==> src/trar_pkg.sv <==
// Purpose: shared constants and types for the tape receiver answer and
//          resynchronizer block
// Assumes: 20 MHz system clock
// Notes:   times are kept in ns; cycle counts derive from them
package trar_pkg;

  // ***************************************************************
  // clock and timing
  // ***************************************************************
  localparam longint CLK_HZ = 20_000_000;
  localparam longint NS_PER_S = 1_000_000_000;
  localparam longint HALF_BIT_NS = 475_000;
  localparam longint STOP_5LVL_NS = 2_900_000;
  localparam longint STOP_8LVL_NS = 950_000;

  // least times round up to whole cycles
  localparam int unsigned HALF_BIT_CYC =
    int'((HALF_BIT_NS * CLK_HZ + NS_PER_S - 1) / NS_PER_S);
  localparam int unsigned BIT_CYC = 2 * HALF_BIT_CYC;
  localparam int unsigned STOP_5LVL_CYC =
    int'((STOP_5LVL_NS * CLK_HZ + NS_PER_S - 1) / NS_PER_S);
  localparam int unsigned STOP_8LVL_CYC =
    int'((STOP_8LVL_NS * CLK_HZ + NS_PER_S - 1) / NS_PER_S);

  // ***************************************************************
  // widths, levels and pin positions
  // ***************************************************************
  localparam int unsigned CNT_W = 17;
  localparam int unsigned DATA_BITS_DEF = 5;
  localparam int unsigned PIN_W = 4;
  localparam int unsigned PIN_INTERLOCK = 0;
  localparam int unsigned PIN_CARRIER = 1;
  localparam int unsigned PIN_LINE = 2;
  localparam int unsigned PIN_UNIV = 3;
  localparam logic LINE_MARK = 1'b1;
  localparam logic LINE_SPACE = 1'b0;

  // ***************************************************************
  // receive sequencing
  // ***************************************************************
  typedef enum logic [1:0] {
    PH_IDLE,
    PH_DELAY,
    PH_RUN,
    PH_STOP
  } trar_phase_e;

endpackage

==> src/trar_receiver.sv <==
// Purpose: automatic answer control and start-stop receiver with
//          stop interval regeneration and resynchronizer
// Assumes: pins arrive asynchronously; line mark is logic 1
// Notes:   long counts are parameters so simulation can shorten them
`timescale 1ns/1ps

module trar_receiver
  import trar_pkg::*;
#(
  parameter int unsigned DATA_BITS = DATA_BITS_DEF,
  parameter int unsigned HALF_CYC = HALF_BIT_CYC,
  parameter int unsigned ADV_CYC = BIT_CYC,
  parameter int unsigned STOP5_CYC = STOP_5LVL_CYC,
  parameter int unsigned STOP8_CYC = STOP_8LVL_CYC
)
(
  input wire logic clk_sys,
  input wire logic sys_rst,
  input wire logic interlock_pin,
  input wire logic carrier_pin,
  input wire logic line_pin,
  input wire logic universal_mode,
  output logic motor_relay_driver,
  output logic rx_gated,
  output logic [DATA_BITS-1:0] char_data,
  output logic char_valid,
  output logic character_control_flop,
  output logic stop_interval_oneshot,
  output logic sync_gate_flop
);

  localparam int unsigned STAGES = DATA_BITS + 1;
  localparam int unsigned CNT_MAX = (1 << CNT_W) - 1;

  // ***************************************************************
  // parameter checks
  // ***************************************************************
  if (DATA_BITS < 1 || HALF_CYC < 1 || ADV_CYC < 1 || STOP5_CYC < 1 ||
      STOP8_CYC < 1 || HALF_CYC > CNT_MAX || ADV_CYC > CNT_MAX ||
      STOP5_CYC > CNT_MAX || STOP8_CYC > CNT_MAX)
  begin : g_bad_param
    $error("trar_receiver: parameter out of range");
  end

  // ***************************************************************
  // pin synchronizers
  // ***************************************************************
  logic [PIN_W-1:0] pins;
  logic [PIN_W-1:0] s1_q, s2_q, s3_q, stable_q;
  logic [PIN_W-1:0] stable_d;
  // line idles at mark so no false start follows reset
  localparam logic [PIN_W-1:0] PIN_IDLE = PIN_W'(LINE_MARK) << PIN_LINE;

  assign pins = {universal_mode, line_pin, carrier_pin, interlock_pin};

  always_comb
  begin
    stable_d = (s3_q & ~(s2_q ^ s3_q)) | (stable_q & (s2_q ^ s3_q));
  end

  always_ff @(posedge clk_sys)
  begin
    if (sys_rst)
    begin
      s1_q <= PIN_IDLE;
      s2_q <= PIN_IDLE;
      s3_q <= PIN_IDLE;
      stable_q <= PIN_IDLE;
    end
    else
    begin
      s1_q <= pins;
      s2_q <= s1_q;
      s3_q <= s2_q;
      stable_q <= stable_d;
    end
  end

  logic interlock, carrier, line_in, gate_out, disconnect;
  assign interlock = stable_q[PIN_INTERLOCK];
  assign carrier = stable_q[PIN_CARRIER];
  assign line_in = carrier ? stable_q[PIN_LINE] : LINE_MARK;
  assign disconnect = !interlock && !carrier;

  // ***************************************************************
  // receive sequencing
  // ***************************************************************
  trar_phase_e phase_q, phase_d;
  logic [CNT_W-1:0] cnt_q, cnt_d;
  logic [STAGES-1:0] sh_q, sh_d, tok_q, tok_d;
  logic [DATA_BITS-1:0] data_q, data_d;
  logic valid_q, valid_d, sync_q, sync_d, edge_q, edge_d;
  logic por_q, por_d, motor_q, motor_d, gated_q, gated_d;
  logic [CNT_W-1:0] stop_len;
  logic advance;
  logic univ_sel;

  assign univ_sel = stable_q[PIN_UNIV];
  assign stop_len = univ_sel ? CNT_W'(STOP8_CYC - 1)
                             : CNT_W'(STOP5_CYC - 1);

  // gate holds mark while the one-shot runs, then until a space or sync
  assign gate_out = (phase_q == PH_STOP) ? LINE_MARK :
                    (sync_q || edge_q || line_in == LINE_SPACE) ?
                    line_in : LINE_MARK;
  assign advance = (phase_q == PH_RUN) && (cnt_q == '0);

  always_comb
  begin
    phase_d = phase_q;
    cnt_d = cnt_q;
    sh_d = sh_q;
    tok_d = tok_q;
    data_d = data_q;
    valid_d = 1'b0;
    sync_d = sync_q;
    edge_d = edge_q;
    por_d = 1'b0;
    motor_d = interlock;
    gated_d = gate_out;
    if (!sync_q && line_in == LINE_SPACE)
      edge_d = 1'b1;
    if (por_q)
    begin
      // one shift, control flop clear, one-shot fired
      sh_d = {sh_q[STAGES-2:0], LINE_MARK};
      tok_d = '0;
      phase_d = PH_STOP;
      cnt_d = stop_len;
      sync_d = 1'b0;
      edge_d = 1'b0;
    end
    else
    begin
      case (phase_q)
        PH_IDLE:
        begin
          if (gate_out == LINE_SPACE && !disconnect)
          begin
            phase_d = PH_DELAY;
            cnt_d = CNT_W'(HALF_CYC - 1);
          end
        end
        PH_DELAY:
        begin
          if (cnt_q == '0)
          begin
            phase_d = PH_RUN;
            cnt_d = CNT_W'(ADV_CYC - 1);
            sh_d = {sh_q[STAGES-2:0], gate_out};
            tok_d = {{(STAGES-1){1'b0}}, 1'b1};
          end
          else
            cnt_d = cnt_q - 1'b1;
        end
        PH_RUN:
        begin
          if (!advance)
            cnt_d = cnt_q - 1'b1;
          else if (tok_q[STAGES-1])
          begin
            // primed: this advance clears the control flop
            phase_d = PH_STOP;
            cnt_d = stop_len;
            tok_d = '0;
            for (int i = 0; i < DATA_BITS; i++)
              data_d[i] = sh_q[STAGES-2-i];
            valid_d = 1'b1;
            sync_d = 1'b0;
            edge_d = 1'b0;
          end
          else
          begin
            cnt_d = CNT_W'(ADV_CYC - 1);
            sh_d = {sh_q[STAGES-2:0], gate_out};
            tok_d = {tok_q[STAGES-2:0], 1'b0};
          end
        end
        PH_STOP:
        begin
          if (cnt_q == '0)
          begin
            phase_d = PH_IDLE;
            sync_d = (line_in == LINE_MARK);
          end
          else
            cnt_d = cnt_q - 1'b1;
        end
        default:
          phase_d = PH_IDLE;
      endcase
      if (disconnect && phase_q != PH_STOP)
      begin
        phase_d = PH_IDLE;
        tok_d = '0;
        valid_d = 1'b0;
      end
    end
  end

  always_ff @(posedge clk_sys)
  begin
    if (sys_rst)
    begin
      phase_q <= PH_IDLE;
      cnt_q <= '0;
      sh_q <= '1;
      tok_q <= '0;
      data_q <= '0;
      valid_q <= 1'b0;
      sync_q <= 1'b0;
      edge_q <= 1'b0;
      por_q <= 1'b1;
      motor_q <= 1'b0;
      gated_q <= LINE_MARK;
    end
    else
    begin
      phase_q <= phase_d;
      cnt_q <= cnt_d;
      sh_q <= sh_d;
      tok_q <= tok_d;
      data_q <= data_d;
      valid_q <= valid_d;
      sync_q <= sync_d;
      edge_q <= edge_d;
      por_q <= por_d;
      motor_q <= motor_d;
      gated_q <= gated_d;
    end
  end

  assign motor_relay_driver = motor_q;
  assign rx_gated = gated_q;
  assign char_data = data_q;
  assign char_valid = valid_q;
  assign character_control_flop = (phase_q == PH_RUN);
  assign stop_interval_oneshot = (phase_q == PH_STOP);
  assign sync_gate_flop = sync_q;

  // ***************************************************************
  // checks
  // ***************************************************************
  logic [CNT_W-1:0] chk_len_q, chk_exp_q;
  always_ff @(posedge clk_sys)
  begin
    if (sys_rst)
    begin
      chk_len_q <= '0;
      chk_exp_q <= '0;
    end
    else if (phase_q != PH_STOP && phase_d == PH_STOP)
    begin
      chk_len_q <= '0;
      chk_exp_q <= stop_len;
    end
    else if (phase_q == PH_STOP)
      chk_len_q <= chk_len_q + 1'b1;
  end

  chk_motor_follow: assert property (@(posedge clk_sys) disable iff (sys_rst)
    $rose(interlock) |=> motor_relay_driver)
    else $error("motor output missed interlock");
  chk_block_mark: assert property (@(posedge clk_sys) disable iff (sys_rst)
    !carrier |=> rx_gated == LINE_MARK)
    else $error("signal not blocked without carrier");
  chk_unblock_space: assert property (@(posedge clk_sys)
    disable iff (sys_rst)
    carrier && !stop_interval_oneshot && stable_q[PIN_LINE] == LINE_SPACE
    |=> rx_gated == LINE_SPACE)
    else $error("space not passed with carrier");
  chk_disc_idle: assert property (@(posedge clk_sys) disable iff (sys_rst)
    disconnect && !stop_interval_oneshot && !por_q
    |=> !character_control_flop && !motor_relay_driver)
    else $error("disconnect did not stop receiver");
  chk_stop_width: assert property (@(posedge clk_sys) disable iff (sys_rst)
    $fell(stop_interval_oneshot) |-> $past(chk_len_q) == chk_exp_q)
    else $error("stop interval wrong length");
  chk_delay_set: assert property (@(posedge clk_sys) disable iff (sys_rst)
    phase_q == PH_DELAY && cnt_q == '0 && !disconnect && !por_q
    |=> character_control_flop ##1 character_control_flop)
    else $error("control flop not set after delay");
  chk_prime_clear: assert property (@(posedge clk_sys) disable iff (sys_rst)
    advance && tok_q[STAGES-1] && !por_q
    |=> !character_control_flop && stop_interval_oneshot
        && char_valid)
    else $error("primed advance did not end character");
  chk_sync_clear: assert property (@(posedge clk_sys) disable iff (sys_rst)
    $rose(stop_interval_oneshot) |-> !sync_gate_flop)
    else $error("sync flop not cleared at one-shot start");
  chk_sync_set: assert property (@(posedge clk_sys) disable iff (sys_rst)
    $fell(stop_interval_oneshot)
    |-> sync_gate_flop == ($past(line_in) == LINE_MARK))
    else $error("sync flop wrong at one-shot end");
  chk_por_shift: assert property (@(posedge clk_sys) disable iff (sys_rst)
    por_q |=> stop_interval_oneshot && !sync_gate_flop)
    else $error("power-on sequence missing");

endmodule

==> config.mk <==
export PLATFORM = sky130hd
export DESIGN_NAME = trar_receiver
export DESIGN_NICKNAME = d
export VERILOG_FILES = /design/src/trar_pkg.sv /design/src/trar_receiver.sv
export SDC_FILE = /design/constraint.sdc
export NUM_CORES = 1
export LEC_CHECK = 0
export BUFFER_PORTS_ARGS = -buffer_cell sky130_fd_sc_hd__buf_2
export CAP_MARGIN = 20
export CORE_UTILIZATION = 55
export CTS_CLUSTER_SIZE = 24
export DETAILED_ROUTE_END_ITERATION = 8
export HOLD_SLACK_MARGIN = 0.03
export PLACE_DENSITY_LB_ADDON = 0.12
export SLEW_MARGIN = 10
export SYNTH_ARGS = -nofsm -noshare
export SYNTH_HDL_FRONTEND = slang
export SYNTH_SLANG_ARGS = --single-unit
==> constraint.sdc <==
create_clock -name clk_sys -period 4.58 [get_ports clk_sys]
set_input_delay 0 -clock clk_sys [delete_from_list [all_inputs] [get_ports clk_sys]]
set_output_delay 0 -clock clk_sys [all_outputs]
set_load 0.02 [all_outputs]
Yosys cells after proc, flatten, opt, wreduce, memory -nomap -nowiden
Index checks and enable logic that the tools add are counted.

Add/sub/neg operators: 1. Equality and inequality tests: 19. Multiplexer cells: 38. Bitwise gates (word level): 10. Reductions and logical operators: 26.

Operator list (number): two-way mux 17 bit (5); case mux 17 bit (4 select lines) (1); two-way mux 16 bit (2); two-way mux 5 bit (4); two-way mux 6 bit (3); logical NOT 17 bit (1); subtractor 17 x 1 -> 17 bit, second input constant (1); AND reduction 4 bit (4); two-way mux 2 bit (7); two-way mux 1 bit (12); != test 4 x 1 -> 1 bit, second input constant (3); case mux 6 bit (2 select lines) (1); case mux 5 bit (2 select lines) (1); != test 3 bit, second input constant (3); AND 4 bit (2); != test 4 bit, second input constant (2); case mux 2 bit (4 select lines) (1); != test 2 x 1 -> 1 bit, second input constant (3); != test 2 bit, second input constant (3); logical AND 1 bit (5); inverter 1 bit (5); AND reduction 5 bit (1); OR reduction 5 bit (1); equality test 2 bit, second input constant (2); other kinds (16) (21).

Register bits: 57. Input port bits: 6. Output and inout bits: 11.

Longest topological paths before layout
Gate-level depths: netlist of run 1.

Word-level depth: 11. Mapped depth: 10. Gate-level depth less buffers: 8.

Worst setup path before layout of run 1
No wires, ideal clock.

Path kind: flip-flop to flip-flop. From: reg phase_q[0]. To: reg cnt_q[15]. Setup time: 0.076 ns. Data arrival time: 2.104 ns. Data required time: 4.504 ns. Slack: 2.400 ns. Stages on the path, launching flop included: 8. Buffers on the path: 1. Clock period less this slack: 2.180 ns. Cells stage by stage: dfxtp_1 inv_1 ha_1 clkbuf_1 or2_2 o31ai_1 a22oi_1 o22ai_1.

Word-level cells in the longest chain between the ends: 6. Elaborated cells on any way between the ends: 14. Those cells by class: eq/ne (5); mux (4); bitwise (1); reduce/logical (4).

RTL lines: from (decl) (RTL line trar_receiver.sv:88) `trar_phase_e phase_q, phase_d;`; from (signal assigned) (RTL line trar_receiver.sv:219) `phase_q <= phase_d;`; equality test 2 bit (RTL line trar_receiver.sv:103, trar_receiver.sv:135); two-way mux 1 bit (RTL line trar_receiver.sv:103) `assign gate_out = (phase_q == PH_STOP) ? LINE_MARK :`; inverter 1 bit (RTL line trar_receiver.sv:138) `if (gate_out == LINE_SPACE && !disconnect)`; logical AND 1 bit (RTL line trar_receiver.sv:138); != test 3 bit (no source line); AND reduction 2 bit (no source line); to (signal assigned) (RTL line trar_receiver.sv:220) `cnt_q <= cnt_d;`; to (decl) (RTL line trar_receiver.sv:89) `logic [CNT_W-1:0] cnt_q, cnt_d;`.

Several ways; a longest one is shown, not always the timed one. A chain may end at the register's enable or synchronous reset.

Worst setup path in the final report of run 1
From: reg phase_q[0]. To: reg cnt_q[13].

Same word-level chain as after synthesis.

==> impl_metrics.py, run 1 <==
metrics = {
    "sta": {
        "finalCritPeriodShare_pct": 56.2,
        "rsz0062_at_grt": "no",
        "hold_viol_final": 0,
        "worst_pin_slew_ns": 0.668,
        "max_freq_mhz": 388,
        "setup_viol": 0,
        "relSlewSlack_pct": 55.5,
        "finClkSkew_ns": 0.0100,
        "finalCriticalPeriod_ns": 2.58,
        "drv_slew": 0,
        "fin_setup_tns_ns": 0,
    },
    "floorplanning": {
        "core_area_um2": 4690,
        "die_w_um": 71.8,
        "die_y_um": 71.8,
        "io_pins": 17,
        "initial_core_util_pct": 57.1,
        "rows": 25,
        "die-area_um2": 5160,
    },
    "setup_path": {
        "path_cells": "ha_1 -> nor3b_1 -> nand2b_1 -> o32a_1 -> nand3_1 -> o32ai_1 -> o2bb2ai_1",
        "critical_path.max_fanout": 14,
        "required_ns": 4.83,
        "crit_path_top_delay_cell": "o32a_1",
        "cp-end-kind": "flop",
        "reg2reg_to": "cnt_q[13]",
        "rr_worst_depth": 7,
        "r2r-start": "phase_q[0]",
        "critical_path_class": "flop to flop",
        "crit_family": "compound AO/OA/AOI/OAI gates",
        "cp.arrival_ns": 2.82,
        "cp_num_buf_inv": 0,
        "slowest_delay_ns": 0.54,
        "cp-start-kind": "flop",
        "reg2reg_setup_slack_ns": 2.00,
    },
    "finish": {
        "post-route-util_pct": 61.9,
        "multi_input_area_um2": 1430,
        "final_cells": 382,
        "fillers": 426,
        "stdcell_area_um2": 2900,
        "seqCellArea_um2": 1120,
        "finalNetCount": 340,
        "areaGrowthSynthToFinish_pct": 8.36,
        "drive_above_1_share_pct": 11.6,
        "n_antenna_cell": 0,
    },
    "detailed_routing": {
        "top_layer": "met4",
        "routed-wl-met2_um": 2560,
        "met3_length_um": 296,
        "wl_um": 5720,
        "route.vias.total": 2267,
        "detail-route-antenna-nets": 0,
        "first_iter_violations": 313,
        "wl_met1_um": 2790,
        "viasPerCell": 5.93,
        "wire_per_inst_um": 15.0,
        "first_pass_iters": 4,
        "drc": 0,
    },
    "power_and_ir_drop": {
        "p_clk_share_pct": 33.7,
        "p_sw_share_pct": 28.3,
        "peakVddDrop_uv": 197,
        "powerDensity_nw_per_um2": 351,
        "combPwrFrac_pct": 14.9,
        "leakage_nw": 1.09,
        "p_seq_share_pct": 51.4,
        "intPower_mw": 0.730,
        "total_power_mw": 1.02,
        "p_switching_mw": 0.288,
    },
    "clocking": {
        "cts_tree": "yes",
        "cts_buffer_depth": 2,
        "h-tree-depth": 2,
        "clock_latency_ns": 0.31,
        "numCtsBuffers": 5,
        "cts_resized": 0,
        "clock-sinks": 56,
        "path_clk_slew_ns": 0.10,
        "root_buffer": "clkbuf_8",
    },
    "worst_hold_path": {
        "hold_depth": 1,
        "worst_hold_path_type": "input pin to flop",
        "worstHoldStart": "sys_rst",
        "hold-path-endpoint": "por_q",
    },
    "placement": {
        "dp.cells": 369,
        "gp_congestion": 0.910,
        "dpl_cell_area_um2": 2740,
        "numPortBuffers": 16,
        "dp_hpwl_um": 3990,
    },
    "status": {
        "status": "completed",
    },
    "synth": {
        "netlist_area_um2": 2680,
        "synth_compound_area_share_pct": 21.0,
        "synth_top_family_by_area": "simple AND/OR/NAND/NOR gates",
        "synthMuxAreaShare_pct": 3.36,
        "synthSimpleGateAreaFrac_pct": 23.8,
        "synth-edff-count": 0,
        "synth_ff_type": "dfxtp_1",
        "ys_seq_elements": 56,
        "yosys.cell_types.count": 54,
        "yosys.area_share.adder_pct": 3.27,
        "synthXorXnorAreaFrac_pct": 1.96,
        "async_flop_share_pct": 0,
        "synth-seq-area-share_pct": 41.8,
        "avgSynthCellArea_um2": 8.51,
        "yosysWarnings": 0,
        "synthesis.nets": 328,
        "synth_cells": 315,
    },
    "grt": {
        "gr-total-overflow": 0,
        "grt.total_usage_pct": 23.6,
        "grt_max_degree": 39,
        "antenna_found_initial": 0,
        "grt_pass1_vias": 1975,
        "grt_pass1_wl_um": 9480,
    },
    "run": {
        "cap_violations": 0,
    },
}
## worst max path at each step
stage / from / end / slack (ns) / cells past startpoint
global route: phase_q[0] / cnt_q[13] / 1.76 / 7
floorplan: phase_q[0] / cnt_q[15] / 2.40 / 7
finish: phase_q[0] / cnt_q[13] / 2.00 / 7
detailed placement: phase_q[0] / cnt_q[15] / 2.00 / 6
CTS: phase_q[0] / cnt_q[15] / 1.98 / 6
global placement: phase_q[0] / cnt_q[15] / 2.00 / 6
## layout by cell type, fill, tap and decap left out, drive strengths merged, types with 2 or more instances in the layout
cell         netlist  routed
o21a               2       2
a2bb2oi            2       2
a21oi             26      26
a22oi              3       3
o21ai             18      18
mux2i              9       9
nand2             34      34
clkbuf            10       5
nor2              25      25
a31oi              5       5
ha                 7       7
o32ai              3       3
a211o              4       4
o22ai              3       3
or2                6       6
buf                6      17
nor4               3       3
dlygate4sd3        0       4
nor3              11      11
or3                4       4
nand4              5       5
inv               11      13
a21boi             2       2
xor2               3       3
a211oi             2       2
dfxtp             56      56
nand2b             4       4
o31a               2       2
nand3             17      17
o31ai              5       5
xnor2              3       3
nor2b             12      12
## cell type report
class | instances | share of cell area (%)
Multi-Input combinational cell | 232 | 49.2
Clock buffer | 5 | 2.37
Tap cell | 54 | 2.33
Clock inverter | 3 | 1.72
Inverter | 11 | 1.42
Timing Repair Buffer | 21 | 4.31
Sequential cell | 56 | 38.6
## sequential cells by signal, summed over array words and instances (netlist names), named ones only
| signal | count |
|---|---|
| cnt_q | 17 |
| tok_q | 6 |
| char_data | 5 |
| sh_q | 5 |
| s1_q | 4 |
| s2_q | 4 |
| s3_q | 4 |
| phase_q | 2 |
| char_valid | 1 |
| motor_relay_driver | 1 |
| por_q | 1 |
| rx_gated | 1 |
| sync_gate_flop | 1 |
## power by group through the flow
| stage | sequential (mW) | combinational (mW) | clock [mW] |
|---|---|---|---|
| detailed placement | 0.533 | 0.146 | 0 |
| global route | 0.526 | 0.168 | 0.369 |
| finish | 0.523 | 0.152 | 0.343 |
| floorplan | 0.526 | 0.126 | 0 |
| CTS | 0.522 | 0.149 | 0.352 |
| global placement | 0.533 | 0.147 | 0 |
## synth_stat cells (all sizes together) (6+ instances only)
cell,number,share of area [%]
dfxtp,56,42
nor2b,12,2.8
nor3,11,2.7
nand3,17,3.2
inv,11,1.5
or2,6,1.4
nor2,25,3.5
mux2i,9,3.4
buf,6,1.9
a21oi,26,4.9
o21ai,18,3.4
nand2,34,4.8
ha,7,3.3
clkbuf,10,1.4
## cell families after synthesis
logic type | count (synthesis)
flip-flops | 56
buffers and inverters | 27
AO/OA/AOI/OAI | 85
multiplexers | 9
XOR/XNOR | 6
adder cells (fa/ha/maj) | 7
AND/OR/NAND/NOR | 125
## metal layers
metal  vias to the layer above  track usage (%)
li1                       1142                -
met2                        58             34.0
met5                         -                0
met4                         0             10.0
met3                        10             4.22
met1                      1057             34.5
## timing repair
item,4_1_cts,5_1_grt
endpoints found under the hold margin,4,0
hold buffers,4,0
buffers inserted,0,0
## stage by stage
| stage | worst slack [ns] | hold slack [ns] |
|---|---|---|
| after floorplan | 2.40 | 0.0277 |
| after global placement | 2.00 | 0.184 |
| after detailed placement | 2.00 | 0.186 |
| after CTS | 1.98 | 0.160 |
| after global routing | 1.76 | 0.187 |
| final | 2.00 | 0.162 |
Power figures use the tool's default switching activity.
==> run 2: changes to the inputs <==
Clock period 4.58 ns to 2.4 ns, I/O delays scaled along.
==> run 2 against run 1 <==
Net effect:
- final area increased by 3.9%
- die area unchanged
- clock power rose by 54%
- utilization increased by 2.4 points
- flip-flop and latch count unchanged
- total power increased by 82%
- count of clock-buffer cells in the layout is the same
- hold slack better by 0.24 ns
- worst setup slack worse by 1.8 ns
- critical endpoint is now cnt_q[8]
- largest power group unchanged
- highest routed layer unchanged
==> impl_metrics.py, run 2 (synthesis gave the netlist of run 1 again) <==
metrics = {
    "status": {
        "status": "completed",
    },
    "clocking": {
        "cts_buffer_depth": 2,
        "numCtsBuffers": 5,
        "clock_latency_ns": 0.31,
        "post_cts_buffers": 0,
        "path_clk_slew_ns": 0.10,
        "h-tree-depth": 2,
        "root_buffer": "clkbuf_8",
        "cts_tree": "yes",
        "clock-sinks": 56,
    },
    "grt": {
        "antenna_found_initial": 0,
        "grt_max_degree": 28,
        "grt_pass1_wl_um": 10500,
        "grt.total_usage_pct": 26.1,
        "gr-total-overflow": 0,
        "grt_pass1_vias": 2174,
    },
    "finish": {
        "fillers": 411,
        "layout_common_cells": "56 x dfxtp_1, 34 x nand2_1, 26 x a21oi_1, 25 x nor2_1, 18 x o21ai_0",
        "post-route-util_pct": 64.3,
        "regMostFlops": "cnt_q",
        "finalNetCount": 356,
        "final_common_cell": "dfxtp_1",
        "reg_top3": "cnt_q x17, tok_q x6",
        "areaGrowthSynthToFinish_pct": 12.6,
        "drive_above_1_share_pct": 15.7,
        "largest_reg_flops": 17,
        "n_antenna_cell": 0,
    },
    "floorplanning": {
        "die-area_um2": 5160,
        "io_pins": 17,
        "core_area_um2": 4690,
        "initial_core_util_pct": 57.1,
        "die_w_um": 71.8,
        "die_y_um": 71.8,
        "rows": 25,
    },
    "sta": {
        "hold_viol_final": 0,
        "relSlewSlack_pct": 58.6,
        "drv_slew": 0,
        "setup_viol": 0,
        "rsz0062_at_grt": "no",
        "worst_pin_slew_ns": 0.621,
        "finalCritPeriodShare_pct": 92.6,
        "finClkSkew_ns": 0.00682,
        "finalCriticalPeriod_ns": 2.22,
        "max_freq_mhz": 450,
        "fin_setup_tns_ns": 0,
    },
    "run": {
        "cap_violations": 0,
    },
    "setup_path": {
        "cp-start-kind": "flop",
        "required_ns": 2.63,
        "cp-end-kind": "flop",
        "cp.arrival_ns": 2.45,
        "critical_path.max_fanout": 13,
        "critical_path_class": "flop to flop",
    },
    "detailed_routing": {
        "first_iter_violations": 338,
        "route.vias.total": 2394,
        "viasPerCell": 6.02,
        "drc": 0,
        "detail-route-antenna-nets": 0,
        "first_pass_iters": 4,
        "wl_um": 6130,
        "wire_per_inst_um": 15.4,
    },
    "power_and_ir_drop": {
        "powerDensity_nw_per_um2": 614,
        "leakage_nw": 1.16,
        "peakVddDrop_uv": 428,
    },
    "placement": {
        "numPortBuffers": 16,
        "gp_congestion": 0.885,
        "dp_hpwl_um": 4330,
    },
    "worst_hold_path": {
        "worst_hold_path_type": "input pin to flop",
    },
}
run 2: cell count changes in the layout (fill, tap and decap cells not counted), sizes merged:
cell	previous run	this run
dlygate4sd3	4	5
inv	13	12
buf	17	32
bufinv	1	0
clkinv	0	2
run 2: layout make-up:
cell class | count | area, um^2 | area share (%)
Tap cell | 54 | 67.6 | 2.24
Timing Repair Buffer | 37 | 248 | 8.21
Inverter | 11 | 41.3 | 1.37
Clock buffer | 5 | 68.8 | 2.28
Multi-Input combinational cell | 232 | 1450 | 48.0
Clock inverter | 3 | 22.5 | 0.746
Sequential cell | 56 | 1120 | 37.1
run 2: timing repair:
action	CTS	global route
hold endpoints to repair	5	0
endpoints found under the setup margin	0	7
hold buffers	5	0
resized for setup	0	3
run 2: per-stage QoR:
step | cells | hold slack, ns | total power [mW] | area [um^2] | worst slack (ns)
2_1_floorplan | 315 | 0.0277 | 1.24 | 2680 | 0.220
5_1_grt | 398 | 0.388 | 1.94 | 3020 | 0.0422
4_1_cts | 397 | 0.393 | 1.85 | 2990 | 0.00301
6_report | 398 | 0.401 | 1.85 | 3020 | 0.178
3_3_place_gp | 384 | 0.184 | 1.32 | 2850 | 0.142
3_5_place_dp | 384 | 0.188 | 1.32 | 2850 | 0.0362
run 2: worst paths after layout:
kind | from | to | slack [ns] | cells past startpoint
max | cnt_q[13] | cnt_q[8] | 0.18 | 7
min | line_pin | s1_q[2] | 0.40 | 3
max reg2reg | cnt_q[13] | cnt_q[8] | 0.18 | 7
min reg2reg | s1_q[2] | s2_q[2] | 0.42 | 1
run 2: critical path, cell delays in order, from the launching register on:
cell and delay, ns:
dfxtp_1 0.36, or3_4 0.41, nand2b_4 0.19, or2_1 0.48, o22ai_2 0.23, buf_4 0.19
a31oi_1 0.05, o32ai_1 0.22
run 2: metal layers:
layer / share of wire, % / vias to the layer above / routed length, um / track usage (%)
met3: 6.8 / 10 / 414 / 4.78
met1: 48 / 1115 / 2910 / 37.5
li1: - / 1182 / - / -
met4: 1.8 / 0 / 109 / 9.59
met2: 44 / 87 / 2690 / 39.0
met5: 0 / - / 0 / 0
run 2: power breakdown:
group | leakage [nW] | total [mW] | switching [mW] | internal [mW]
Sequential | 0.458 | 0.992 | 0.0313 | 0.961
Clock | 0.0485 | 0.528 | 0.318 | 0.210
Combinational | 0.654 | 0.331 | 0.198 | 0.134
Total | 1.16 | 1.85 | 0.547 | 1.30
